==> config.mk <==
export PLATFORM = sky130hd
export DESIGN_NAME = drive_state_velocity_objects
export DESIGN_NICKNAME = d
export VERILOG_FILES = /design/src/drive_pkg.sv /design/src/drive_state_velocity_objects.sv /design/src/speed_clamp.sv
export SDC_FILE = /design/constraint.sdc
export NUM_CORES = 1
export LEC_CHECK = 0
export ABC_AREA = 1
export CAP_MARGIN = 20
export CORE_MARGIN = 1.5
export CORE_UTILIZATION = 60
export DETAILED_ROUTE_END_ITERATION = 8
export DONT_BUFFER_PORTS = 1
export PLACE_DENSITY = 0.76
export SLEW_MARGIN = 0
export SYNTH_ARGS = -nofsm -noshare
export SYNTH_HDL_FRONTEND = slang
export SYNTH_SLANG_ARGS = --single-unit
==> constraint.sdc <==
create_clock -name mclk_i -period 5.05 [get_ports mclk_i]
set_clock_uncertainty 0.2 [all_clocks]
set_input_delay 1.01 -clock mclk_i [delete_from_list [all_inputs] [get_ports mclk_i]]
set_output_delay 1.01 -clock mclk_i [all_outputs]
set_load 0.01 [all_outputs]
==> src/drive_pkg.sv <==
// Package with object indices, field positions, reset values and state codes.
package drive_pkg;
  localparam logic [15:0] IDX_COMMAND = 16'h6040;
  localparam logic [15:0] IDX_STATE = 16'h6041;
  localparam logic [15:0] IDX_TARGET = 16'h6042;
  localparam logic [15:0] IDX_DEMAND = 16'h6043;
  localparam logic [15:0] IDX_ACTUAL = 16'h6044;
  localparam logic [15:0] IDX_LIMITS = 16'h6046;
  localparam logic [7:0] SUB_MIN = 8'h01;
  localparam logic [7:0] SUB_MAX = 8'h02;
  localparam logic [7:0] SUB_COUNT = 8'h00;
  localparam logic [7:0] LIMITS_SUB_COUNT = 8'h02;
  localparam logic [15:0] COMMAND_RST = 16'h0000;
  localparam logic [15:0] TARGET_RST = 16'h00c8;
  localparam logic [15:0] DEMAND_RST = 16'h0000;
  localparam logic [15:0] ACTUAL_RST = 16'h0000;
  localparam logic [31:0] MIN_RST = 32'h0000_0000;
  localparam logic [31:0] MAX_RST = 32'h0000_4e20;
  // Command word bit positions.
  localparam int CMD_SWITCH_ON = 0;
  localparam int CMD_VOLTAGE = 1;
  localparam int CMD_QUICK_N = 2;
  localparam int CMD_RUN = 3;
  localparam int CMD_FAULT_CLR = 7;
  localparam int CMD_HALT = 8;
  // State word bit positions.
  localparam int ST_WARN = 7;
  localparam int ST_SYNC = 8;
  localparam int ST_REMOTE = 9;
  localparam int ST_GOAL = 10;
  localparam int ST_LIMIT = 11;
  localparam int ST_CLOSED = 15;
  // Operating mode codes that honour halt.
  localparam logic [7:0] MODE_PROFILE_POS = 8'h01;
  localparam logic [7:0] MODE_VELOCITY = 8'h02;
  localparam logic [7:0] MODE_PROFILE_VEL = 8'h03;
  localparam logic [7:0] MODE_PROFILE_TRQ = 8'h04;
  localparam logic [7:0] MODE_INTERP_POS = 8'h07;
  // Power states, one-hot.
  typedef enum logic [7:0] {
    PS_NOT_READY = 8'b0000_0001,
    PS_INHIBITED = 8'b0000_0010,
    PS_READY = 8'b0000_0100,
    PS_SWITCHED = 8'b0000_1000,
    PS_RUNNING = 8'b0001_0000,
    PS_QUICK = 8'b0010_0000,
    PS_FAULT_REACT = 8'b0100_0000,
    PS_FAULT = 8'b1000_0000
  } power_state_e;
  // Low seven state-word bits for each power state.
  localparam logic [6:0] SW_NOT_READY = 7'b000_0000;
  localparam logic [6:0] SW_INHIBITED = 7'b100_0000;
  localparam logic [6:0] SW_READY = 7'b010_0001;
  localparam logic [6:0] SW_SWITCHED = 7'b010_0011;
  localparam logic [6:0] SW_RUNNING = 7'b010_0111;
  localparam logic [6:0] SW_QUICK = 7'b000_0111;
  localparam logic [6:0] SW_FAULT_REACT = 7'b000_1111;
  localparam logic [6:0] SW_FAULT = 7'b000_1000;
  localparam logic VOLTAGE_BIT = 1'b1;
endpackage

==> src/drive_state_velocity_objects.sv <==
// Drive power state machine, command and state words, velocity objects.
`timescale 1ns/10ps
module drive_state_velocity_objects
  import drive_pkg::*;
(
  // Clock and reset
  input wire logic mclk_i,
  input wire logic rstn_i,
  // Object access port
  input wire logic obj_wr_i,
  input wire logic obj_rd_i,
  input wire logic [15:0] obj_index_i,
  input wire logic [7:0] obj_sub_i,
  input wire logic [31:0] obj_wdata_i,
  output logic [31:0] obj_rdata_o,
  output logic obj_ack_o,
  output logic obj_err_o,
  // Process-data update strobe
  input wire logic pd_update_i,
  // Drive status pins
  input wire logic fault_i,
  input wire logic fault_react_done_i,
  input wire logic warning_i,
  input wire logic sync_i,
  input wire logic setup_ok_i,
  input wire logic index_seen_i,
  input wire logic open_loop_i,
  input wire logic speed_src_encoder_i,
  input wire logic [15:0] speed_calc_i,
  input wire logic [15:0] speed_encoder_i,
  input wire logic [7:0] op_mode_i,
  input wire logic [1:0] mode_status_i,
  // Drive control outputs
  output logic [15:0] state_word_o,
  output logic [15:0] speed_demand_o,
  output logic power_applied_o,
  output logic run_enable_o,
  output logic quick_halt_active_o,
  output logic halt_o,
  output logic [3:0] mode_specific_bits_o
);
  // Asynchronous pins pass two flip-flops before use.
  logic [5:0] pin_meta_r;
  logic [5:0] pin_sync_r;
  logic fault_s, react_done_s, warn_s, sync_s, setup_s, index_s;
  always_ff @(posedge mclk_i or negedge rstn_i)
  begin
    if (!rstn_i)
    begin
      pin_meta_r <= 6'h00;
      pin_sync_r <= 6'h00;
    end
    else
    begin
      pin_meta_r <= {fault_i, fault_react_done_i, warning_i, sync_i, setup_ok_i, index_seen_i};
      pin_sync_r <= pin_meta_r;
    end
  end
  assign {fault_s, react_done_s, warn_s, sync_s, setup_s, index_s} = pin_sync_r;

  logic [15:0] command_r;
  logic signed [15:0] target_r;
  logic [31:0] min_r;
  logic [31:0] max_r;
  logic [15:0] cmd_latched_r;
  power_state_e state_r, state_nxt;
  logic signed [15:0] demand_nxt;
  logic limit_nxt;
  logic index_ok;
  logic sub_ok;
  assign index_ok = obj_index_i inside {IDX_COMMAND, IDX_STATE, IDX_TARGET, IDX_DEMAND,
                                        IDX_ACTUAL, IDX_LIMITS};
  assign sub_ok = (obj_index_i == IDX_LIMITS) ? (obj_sub_i <= LIMITS_SUB_COUNT)
                                              : (obj_sub_i == SUB_COUNT);

  // Writable objects; read-only objects refuse writes with an error.
  always_ff @(posedge mclk_i or negedge rstn_i)
  begin
    if (!rstn_i)
    begin
      command_r <= COMMAND_RST;
      target_r <= TARGET_RST;
      min_r <= MIN_RST;
      max_r <= MAX_RST;
    end
    else if (obj_wr_i && sub_ok)
    begin
      if (obj_index_i == IDX_COMMAND)
        command_r <= obj_wdata_i[15:0];
      else if (obj_index_i == IDX_TARGET)
        target_r <= obj_wdata_i[15:0];
      else if (obj_index_i == IDX_LIMITS && obj_sub_i == SUB_MIN)
        min_r <= obj_wdata_i;
      else if (obj_index_i == IDX_LIMITS && obj_sub_i == SUB_MAX)
        max_r <= obj_wdata_i;
    end
  end

  // The command word is sampled once per process-data update.
  always_ff @(posedge mclk_i or negedge rstn_i)
  begin
    if (!rstn_i)
      cmd_latched_r <= COMMAND_RST;
    else if (pd_update_i)
      cmd_latched_r <= command_r;
  end

  // On an update the freshly written word acts at once; otherwise the latched copy holds.
  logic [15:0] cmd_now;
  assign cmd_now = pd_update_i ? command_r : cmd_latched_r;

  logic c_on, c_volt, c_quick_n, c_run, c_clr;
  assign c_on = cmd_now[CMD_SWITCH_ON];
  assign c_volt = cmd_now[CMD_VOLTAGE];
  assign c_quick_n = cmd_now[CMD_QUICK_N];
  assign c_run = cmd_now[CMD_RUN];
  assign c_clr = cmd_now[CMD_FAULT_CLR];

  // Fault wins over every command; reset and fault reaction move on without an update.
  always_comb
  begin
    state_nxt = state_r;
    if (fault_s && !(state_r inside {PS_FAULT_REACT, PS_FAULT}))
      state_nxt = PS_FAULT_REACT;
    else if (pd_update_i || state_r inside {PS_NOT_READY, PS_FAULT_REACT})
    begin
      unique case (state_r)
        PS_NOT_READY: state_nxt = PS_INHIBITED;
        PS_INHIBITED:
          if (c_volt && c_quick_n && !c_on)
            state_nxt = PS_READY;
        PS_READY:
          if (!c_volt || !c_quick_n)
            state_nxt = PS_INHIBITED;
          else if (c_on)
            state_nxt = PS_SWITCHED;
        PS_SWITCHED:
          if (!c_volt)
            state_nxt = PS_INHIBITED;
          else if (!c_quick_n)
            state_nxt = PS_INHIBITED;
          else if (!c_on)
            state_nxt = PS_READY;
          else if (c_run)
            state_nxt = PS_RUNNING;
        PS_RUNNING:
          if (!c_volt)
            state_nxt = PS_INHIBITED;
          else if (!c_quick_n)
            state_nxt = PS_QUICK;
          else if (!c_on)
            state_nxt = PS_READY;
          else if (!c_run)
            state_nxt = PS_SWITCHED;
        PS_QUICK:
          if (!c_volt)
            state_nxt = PS_INHIBITED;
          else if (c_quick_n && c_run)
            state_nxt = PS_RUNNING;
        PS_FAULT_REACT:
          if (react_done_s)
            state_nxt = PS_FAULT;
        PS_FAULT:
          if (c_clr && !fault_s)
            state_nxt = PS_INHIBITED;
        default: state_nxt = PS_NOT_READY;
      endcase
    end
  end

  always_ff @(posedge mclk_i or negedge rstn_i)
  begin
    if (!rstn_i)
      state_r <= PS_NOT_READY;
    else
      state_r <= state_nxt;
  end

  function automatic logic [6:0] state_code(input power_state_e s);
    unique case (s)
      PS_NOT_READY: state_code = SW_NOT_READY;
      PS_INHIBITED: state_code = SW_INHIBITED;
      PS_READY: state_code = SW_READY;
      PS_SWITCHED: state_code = SW_SWITCHED;
      PS_RUNNING: state_code = SW_RUNNING;
      PS_QUICK: state_code = SW_QUICK;
      PS_FAULT_REACT: state_code = SW_FAULT_REACT;
      PS_FAULT: state_code = SW_FAULT;
      default: state_code = SW_NOT_READY;
    endcase
  endfunction

  // Voltage stays applied from ready to switch on through quick stop.
  function automatic logic voltage_applied(input power_state_e s);
    voltage_applied = s inside {PS_READY, PS_SWITCHED, PS_RUNNING, PS_QUICK};
  endfunction

  // Halt is honoured only in the modes that support it.
  logic halt_mode;
  assign halt_mode = op_mode_i inside {MODE_PROFILE_POS, MODE_VELOCITY, MODE_PROFILE_VEL,
                                       MODE_PROFILE_TRQ, MODE_INTERP_POS};
  logic halt_req;
  assign halt_req = halt_mode && cmd_now[CMD_HALT];

  // The clamp is combinational so the limit bit follows the target within one cycle.
  speed_clamp u_clamp
  (
    .target_i(target_r),
    .min_i(min_r),
    .max_i(max_r),
    .demand_o(demand_nxt),
    .limit_hit_o(limit_nxt)
  );

  // Demand stays at zero unless operation is enabled and no honoured halt is pending.
  logic signed [15:0] demand_r;
  logic signed [15:0] actual_r;
  logic running;
  logic [15:0] actual_nxt;
  assign running = (state_nxt == PS_RUNNING);
  assign actual_nxt = (open_loop_i && !speed_src_encoder_i) ? speed_calc_i
                                                           : speed_encoder_i;

  always_ff @(posedge mclk_i or negedge rstn_i)
  begin
    if (!rstn_i)
    begin
      demand_r <= DEMAND_RST;
      actual_r <= ACTUAL_RST;
    end
    else
    begin
      demand_r <= (running && !halt_req) ? demand_nxt : DEMAND_RST;
      actual_r <= actual_nxt;
    end
  end

  // State word is built from the next state so it changes with the state.
  always_ff @(posedge mclk_i or negedge rstn_i)
  begin
    if (!rstn_i)
      state_word_o <= 16'h0000;
    else
    begin
      state_word_o <= 16'h0000;
      state_word_o[6:0] <= state_code(state_nxt);
      state_word_o[4] <= voltage_applied(state_nxt) ? VOLTAGE_BIT : 1'b0;
      state_word_o[ST_WARN] <= warn_s;
      state_word_o[ST_SYNC] <= sync_s;
      state_word_o[ST_REMOTE] <= 1'b1;
      state_word_o[ST_GOAL] <= running && (actual_r == demand_r);
      state_word_o[ST_LIMIT] <= limit_nxt;
      state_word_o[13:12] <= mode_status_i;
      state_word_o[ST_CLOSED] <= setup_s && index_s;
    end
  end

  // Drive control outputs.
  always_ff @(posedge mclk_i or negedge rstn_i)
  begin
    if (!rstn_i)
    begin
      power_applied_o <= 1'b0;
      run_enable_o <= 1'b0;
      quick_halt_active_o <= 1'b0;
      halt_o <= 1'b0;
      mode_specific_bits_o <= 4'h0;
      speed_demand_o <= 16'h0000;
    end
    else
    begin
      power_applied_o <= voltage_applied(state_nxt);
      run_enable_o <= running;
      quick_halt_active_o <= (state_nxt == PS_QUICK);
      halt_o <= halt_req;
      mode_specific_bits_o <= {cmd_now[9], cmd_now[6:4]};
      speed_demand_o <= demand_r;
    end
  end

  // A write to a read-only object or to the limits subindex count is refused.
  logic obj_access;
  logic obj_refused;
  assign obj_access = obj_wr_i || obj_rd_i;
  assign obj_refused = !index_ok || !sub_ok ||
                       (obj_wr_i && obj_index_i inside {IDX_STATE, IDX_DEMAND, IDX_ACTUAL}) ||
                       (obj_wr_i && obj_sub_i == SUB_COUNT && obj_index_i == IDX_LIMITS);

  // Object read answers stand for one cycle with the acknowledge.
  always_ff @(posedge mclk_i or negedge rstn_i)
  begin
    if (!rstn_i)
    begin
      obj_rdata_o <= 32'h0000_0000;
      obj_ack_o <= 1'b0;
      obj_err_o <= 1'b0;
    end
    else
    begin
      obj_ack_o <= obj_access;
      obj_err_o <= obj_access && obj_refused;
      obj_rdata_o <= 32'h0000_0000;
      if (obj_rd_i && sub_ok)
      begin
        unique case (obj_index_i)
          IDX_COMMAND: obj_rdata_o <= {16'h0000, command_r};
          IDX_STATE: obj_rdata_o <= {16'h0000, state_word_o};
          IDX_TARGET: obj_rdata_o <= {16'h0000, target_r};
          IDX_DEMAND: obj_rdata_o <= {16'h0000, demand_r};
          IDX_ACTUAL: obj_rdata_o <= {16'h0000, actual_r};
          IDX_LIMITS:
            obj_rdata_o <= (obj_sub_i == SUB_MIN) ? min_r :
                           (obj_sub_i == SUB_MAX) ? max_r : {24'h00_0000, LIMITS_SUB_COUNT};
          default: obj_rdata_o <= 32'h0000_0000;
        endcase
      end
    end
  end
endmodule

==> src/speed_clamp.sv <==
// Limits a signed target speed to the configured minimum and maximum.
`timescale 1ns/10ps
module speed_clamp
(
  // Inputs
  input wire logic signed [15:0] target_i,
  input wire logic [31:0] min_i,
  input wire logic [31:0] max_i,
  // Outputs
  output logic signed [15:0] demand_o,
  output logic limit_hit_o
);
  logic signed [32:0] t_ext;
  logic signed [32:0] lo_ext;
  logic signed [32:0] hi_ext;
  assign t_ext = 33'(target_i);
  assign lo_ext = $signed({1'b0, min_i});
  assign hi_ext = $signed({1'b0, max_i});
  always_comb
  begin
    demand_o = target_i;
    limit_hit_o = 1'b0;
    // The clamp acts on magnitude so that reverse speeds are limited too.
    if (t_ext < 0)
    begin
      if (-t_ext < lo_ext)
      begin
        demand_o = -16'(min_i);
        limit_hit_o = 1'b1;
      end
      else if (-t_ext > hi_ext)
      begin
        demand_o = -16'(max_i);
        limit_hit_o = 1'b1;
      end
    end
    else if (t_ext < lo_ext)
    begin
      demand_o = 16'(min_i);
      limit_hit_o = 1'b1;
    end
    else if (t_ext > hi_ext)
    begin
      demand_o = 16'(max_i);
      limit_hit_o = 1'b1;
    end
  end
endmodule

Yosys cells after proc, flatten, opt, wreduce, memory -nomap -nowiden. Cells that the tools add are included.

Bits in registers: 231. Bits in latches: 0. Memory bits (writable): 0. ROM bits: 0. Bits of input ports: 111. Output and inout port bits: 74. Memories: 0.

Add/sub/neg operators: 3. $mul: 0. Divide/modulo/power cells: 0. Magnitude comparators: 6. Eq/ne operators: 29. Shift-type cells: 0. Multiplexer cells: 38. Bitwise operators: 3. Reduce and logical (&&, ||, !) cells: 44.

Operator list (number): $pmux W32 S6 (1); $mux W8 (17); $mux W16 (7); $eq A16 B15 Y1 const B (6); $mux W32 (3); $pmux W8 S8 (1); $pmux W7 S7 (1); $eq A8 B2 Y1 const B (5); $gt A16 B33 Y1 (1); $gt A33 B33 Y1 (1); $lt A16 B33 Y1 (1); $lt A33 B33 Y1 (1); $neg A16 Y33 (1); $eq A8 B3 Y1 const B (4); $neg A16 Y16 (2); $eq A8 B1 Y1 const B (3); $logic_and A1 B1 Y1 (18); $eq A16 B16 Y1 (1); $eq A8 B4 Y1 const B (2); $eq A8 B5 Y1 const B (2); $eq A8 B6 Y1 const B (2); $eq A8 B7 Y1 const B (2); $eq A8 B8 Y1 const B (2); $lt A16 B1 Y1 const B (1); 16 further kinds (38).

Depth between registers and ports, before layout.
Depth after elaboration: 11. Mapped depth: 30. Mapped depth without buffers: 29.

Modules after synthesis. From an unflattened synthesis, not the netlist that was laid out.

Cell total of the unflattened synthesis: 2011. Area total of the unflattened synthesis: 15215.8 um^2.

By module, submodules not included: drive_state_velocity_objects (times used 1, cells an instance 1092, area an instance 9879.5 um^2, sequential area each 5666.7 um^2); speed_clamp (times used 1, cells an instance 919, area an instance 5336.4 um^2, sequential area each 0.0 um^2).

Worst setup path before layout. Ideal clock, no wire load.

Kind: flip-flop to flip-flop. Start: reg target_r[1]. End: reg demand_r[12]. Setup time: 0.069 ns. Data arrival time: 3.851 ns. Data required time: 4.781 ns. Setup slack: 0.930 ns. Cell stages (with the launch flop): 30. Clock period less this slack: 4.120 ns. Cell sequence: dfrtp_1 -> inv_1 -> ha_1 -> nand3_1 -> nor3_1 -> nand3_1 -> nor2_1 -> nand4_1 -> nor2_1 -> nand2_1 -> nor2_1 -> nand2_1 -> ha_1 -> inv_1 -> ha_1 -> nand2_1 -> nor2_1 -> nand2_1 -> nor2_1 -> nand2_1 -> nand3_1 -> nor2_1 -> nand2_1 -> nand3_1 -> buf_2 -> nand2_1 -> nand3_1 -> nand2_1 -> nand2_1 -> nor2_2.

Cells in the longest elaborated chain, start to end: 6. Elaborated cells between the ends (all ways): 12. Classes of those cells: 1 x add/sub; 5 x order compare; 6 x mux.

Ends and longest elaborated chain: from (decl) (RTL line drive_state_velocity_objects.sv:62) `logic signed [15:0] target_r;`; from (signal assigned) (RTL line drive_state_velocity_objects.sv:91) `target_r <= obj_wdata_i[15:0];`; $neg A16 Y33 (RTL line speed_clamp.sv:26, speed_clamp.sv:31); $gt A33 B33 Y1 (RTL line speed_clamp.sv:31) `else if (-t_ext > hi_ext)`; $mux W16 (RTL line speed_clamp.sv:31); $mux W16 (RTL line speed_clamp.sv:26) `if (-t_ext < lo_ext)`; $mux W16 * (RTL line speed_clamp.sv:24) `if (t_ext < 0)`; $mux W16 * (RTL line drive_state_velocity_objects.sv:233) `demand_r <= (running && !halt_req) ? demand_nxt : DEMAND_RST;`; to (signal assigned) (RTL line drive_state_velocity_objects.sv:233); to (decl) (RTL line drive_state_velocity_objects.sv:216) `logic signed [15:0] demand_r;`.

Mark *: on every way between the ends. The rest lies on a longest branch, timed or not. A chain may end at the register's enable or synchronous reset.

Final worst setup path. Same ends and word-level chain as after synthesis.

==> run metrics <==
CP most frequent cell sky130_fd_sc_hd__nand2_1; via count of the first global-routing pass 12770; outcome completed; fraction of synthesized cell area taken by the top area cell type 36.38%; total cell area at the placement stage 15200 µm²; initial antenna violation count 0; effective utilization at floorplan 61.19%; portion of total power attributed to sequential cells 45.3%; Tot Pwr 0.004389 W; largest cells by area after synthesis sky130_fd_sc_hd__dfrtp_1 36%, sky130_fd_sc_hd__nand2_1 13%, sky130_fd_sc_hd__ha_1 11%; number of placed I/O pins 185; maxcap violations 0; Post-Syn Instances 1972; vias per std cell 5.848; leakage component of the power 8.542 nW; DRC violation count after routing 0; part of the power in the clock network 39.4%; fin crit period 4479 ps; sequential element share of the synthesized area 37.97%; RD Place Congestion 0.9820; total buffers and inverters traversed by the critical path 3; setup TNS 0 ps; Most used DFF post-synth sky130_fd_sc_hd__dfrtp_1; CP max stage delay 420 ps; number of synthesized flops with an enable pin 0; CTS tree done; Internal Pwr Total 0.003067 W; DIE AREA 25830 µm²; Worst Path Arrival 4720 ps; global router's overall resource usage 35.79%; maximum vdd drop 0.3174 mV; Syn-to-layout area delta 8.090%; Worst Hold Slack 84.49 ps; Tcrit/Tclk final 88.69%; Total Routed Length 47.50 mm; Post-Syn Area per Cell 7.569 µm²; number of buffers inserted during clock tree synthesis 24; switching share of power 30.12%; data required time at the worst endpoint 5290 ps; Die Y-Extent 160.7 µm; Non-Filler Cell Area, Final 16130 µm²; Final setup violation count 0; number of placed instances, taps included 2259; share of power burned in combinational logic 15.3%; post-synthesis instance area 14930 µm²; family with the most delay on the worst path simple AND/OR/NAND/NOR gates; Power per Cell Area 272.1 nW/µm²; total overflow reported by the global router 0; Synthesis Warnings 0; Clock Sinks 226; Layout Nets 2210; setup repair after global routing missed its margin false; post-synthesis async set-or-reset flop share 100.0%; worst-path fanout max 16; Final Slew Violations 0; worst relative slew slack 35.79%; number of nets in the synthesized netlist 2213; IO buf count 0; via count 13510; post-synth top area cell sky130_fd_sc_hd__dfrtp_1; Chip Width 160.7 µm; kind of end point of the critical path flop; Antenna diodes 0; type of origin of the critical path flop; leading cell type in the layout, fill and taps excluded sky130_fd_sc_hd__nand2_1; Root Buffer sky130_fd_sc_hd__clkbuf_16; crit path max-delay cell type sky130_fd_sc_hd__dfrtp_1; Reg clk slew, reported paths 60 ps; Final Hold Vio Count 0; class of the worst hold path in -> async; slew at the pin with the worst max-slew slack 960.3 ps; maximum number of buffers from clock root to sink 3; area of the core region 24390 µm²; post-synthesis cell type count 48; H-tree level count 1; wire length of the first global-routing pass 71.59 mm; HPWL after detailed placement 34.63 mm; critical path type reg -> reg; switching pwr 0.001322 W; fraction of final layout cells sized beyond drive strength 1 8.354%; Rows 57; Seq cells post-synth 226; number of iterations in the first detailed-routing pass 5; clock latency on the worst-skew pair 540 ps; Max Fclk 223.3 MHz; leading cell types in the layout, fill and taps excluded 526 x sky130_fd_sc_hd__nand2_1, 236 x sky130_fd_sc_hd__inv_1, 216 x sky130_fd_sc_hd__dfrtp_1; final cell count without fillers 2311; Initial DRC Count 1382; largest net degree at the start of global routing 227; detailed-route wire length per cell 20.56 µm; final antenna-violating net count 0
## sequential cells by signal, summed over array words and instances (netlist names), 7 cells and up
signal,count
speed_demand_o,16
state_r,8
state_word_o,15
target_r,16
command_r,16
max_r,32
demand_r,16
cmd_latched_r,7
obj_rdata_o,32
min_r,32
actual_r,16
## power groups by stage
stage / sequential (W) / clock (W) / combinational (W)
global placement: 0.00202 / 0 / 0.000607
finish: 0.00199 / 0.00173 / 0.000670
CTS: 0.00199 / 0.00175 / 0.000620
global route: 0.00199 / 0.00183 / 0.000751
floorplan: 0.00198 / 0 / 0.000505
detailed placement: 0.00202 / 0 / 0.000616
## repair_timing
item / 4_1_cts / 5_1_grt
setup endpoints to repair: 0 / 15
hold endpoints to repair: 195 / 45
setup buffers: 0 / 0
resized for setup: 0 / 1
## logic make-up (layout without fill, tap and decap cells)
group | after synthesis | count (layout) | share of synthesized area, %
other cells | 2 | 2 | 0.05032
buf+inv | 312 | 327 | 8.551
compound gates | 285 | 285 | 10.53
xor+xnor | 51 | 51 | 2.993
fa+ha+maj | 130 | 130 | 10.90
mux | 16 | 16 | 1.207
simple gates | 950 | 950 | 27.81
flops | 226 | 226 | 37.97
## Yosys cell counts, types with 8 or more instances
cell type                    n
sky130_fd_sc_hd__nor2_2     18
sky130_fd_sc_hd__nand2_2    13
sky130_fd_sc_hd__clkbuf_1   22
sky130_fd_sc_hd__nor3_1     24
sky130_fd_sc_hd__dfrtp_1   217
sky130_fd_sc_hd__xor2_1     49
sky130_fd_sc_hd__nor2_1    159
sky130_fd_sc_hd__o21ai_0    69
sky130_fd_sc_hd__a21oi_1    97
sky130_fd_sc_hd__mux2_2     16
sky130_fd_sc_hd__dfstp_2     9
sky130_fd_sc_hd__buf_4      11
sky130_fd_sc_hd__ha_1      130
sky130_fd_sc_hd__buf_2      21
sky130_fd_sc_hd__inv_2       8
sky130_fd_sc_hd__nand3_1   126
sky130_fd_sc_hd__nand4_1    39
sky130_fd_sc_hd__a221oi_1   15
sky130_fd_sc_hd__nand2_1   526
sky130_fd_sc_hd__a22oi_1    14
sky130_fd_sc_hd__inv_1     236
sky130_fd_sc_hd__o21ai_1    67
## area by class of cell
| type | instances | area, µm² |
|---|---|---|
| fillers | 2179 | 8258 |
| multi-input cells | 1434 | 7988 |
| flip-flops and latches | 226 | 5668 |
| inverters | 251 | 949.7 |
| clock buffers | 32 | 660.6 |
| well taps | 324 | 405.4 |
| repair buffers | 32 | 352.8 |
| clock inverters | 12 | 108.9 |
## final timing paths
check	start	endpoint	slack, ps	cells past startpoint
worst min register to register	pin_meta_r[5]	pin_sync_r[5]	150	0
worst min-delay path	rstn_i	target_r[1]	80	1
worst max register to register	target_r[1]	demand_r[12]	570	29
worst max-delay path	target_r[1]	demand_r[12]	570	29
min in group mclk_i	pin_meta_r[5]	pin_sync_r[5]	150	0
max in group asynchronous	rstn_i	demand_r[2]	3430	1
## layer usage
| metal | vias to the layer above | GRT usage [%] | wire length (µm) |
|---|---|---|---|
| li1 | 6405 | - | - |
| met1 | 6237 | 48.44 | 19130 |
| met2 | 727 | 56.61 | 21520 |
| met3 | 145 | 5.785 | 4334 |
| met4 | 0 | 16.46 | 2520 |
| met5 | - | 0 | 0 |
## metrics by stage
step | worst slack (ps) | utilization, %
floorplan | 930.2 | -
global placement | 739.2 | 62.31
detailed placement | 573.7 | 62.31
CTS | 499.7 | 65.47
global route | 53.01 | 66.14
finish | 571.1 | 66.14
(Power assumes the default switching activity.)
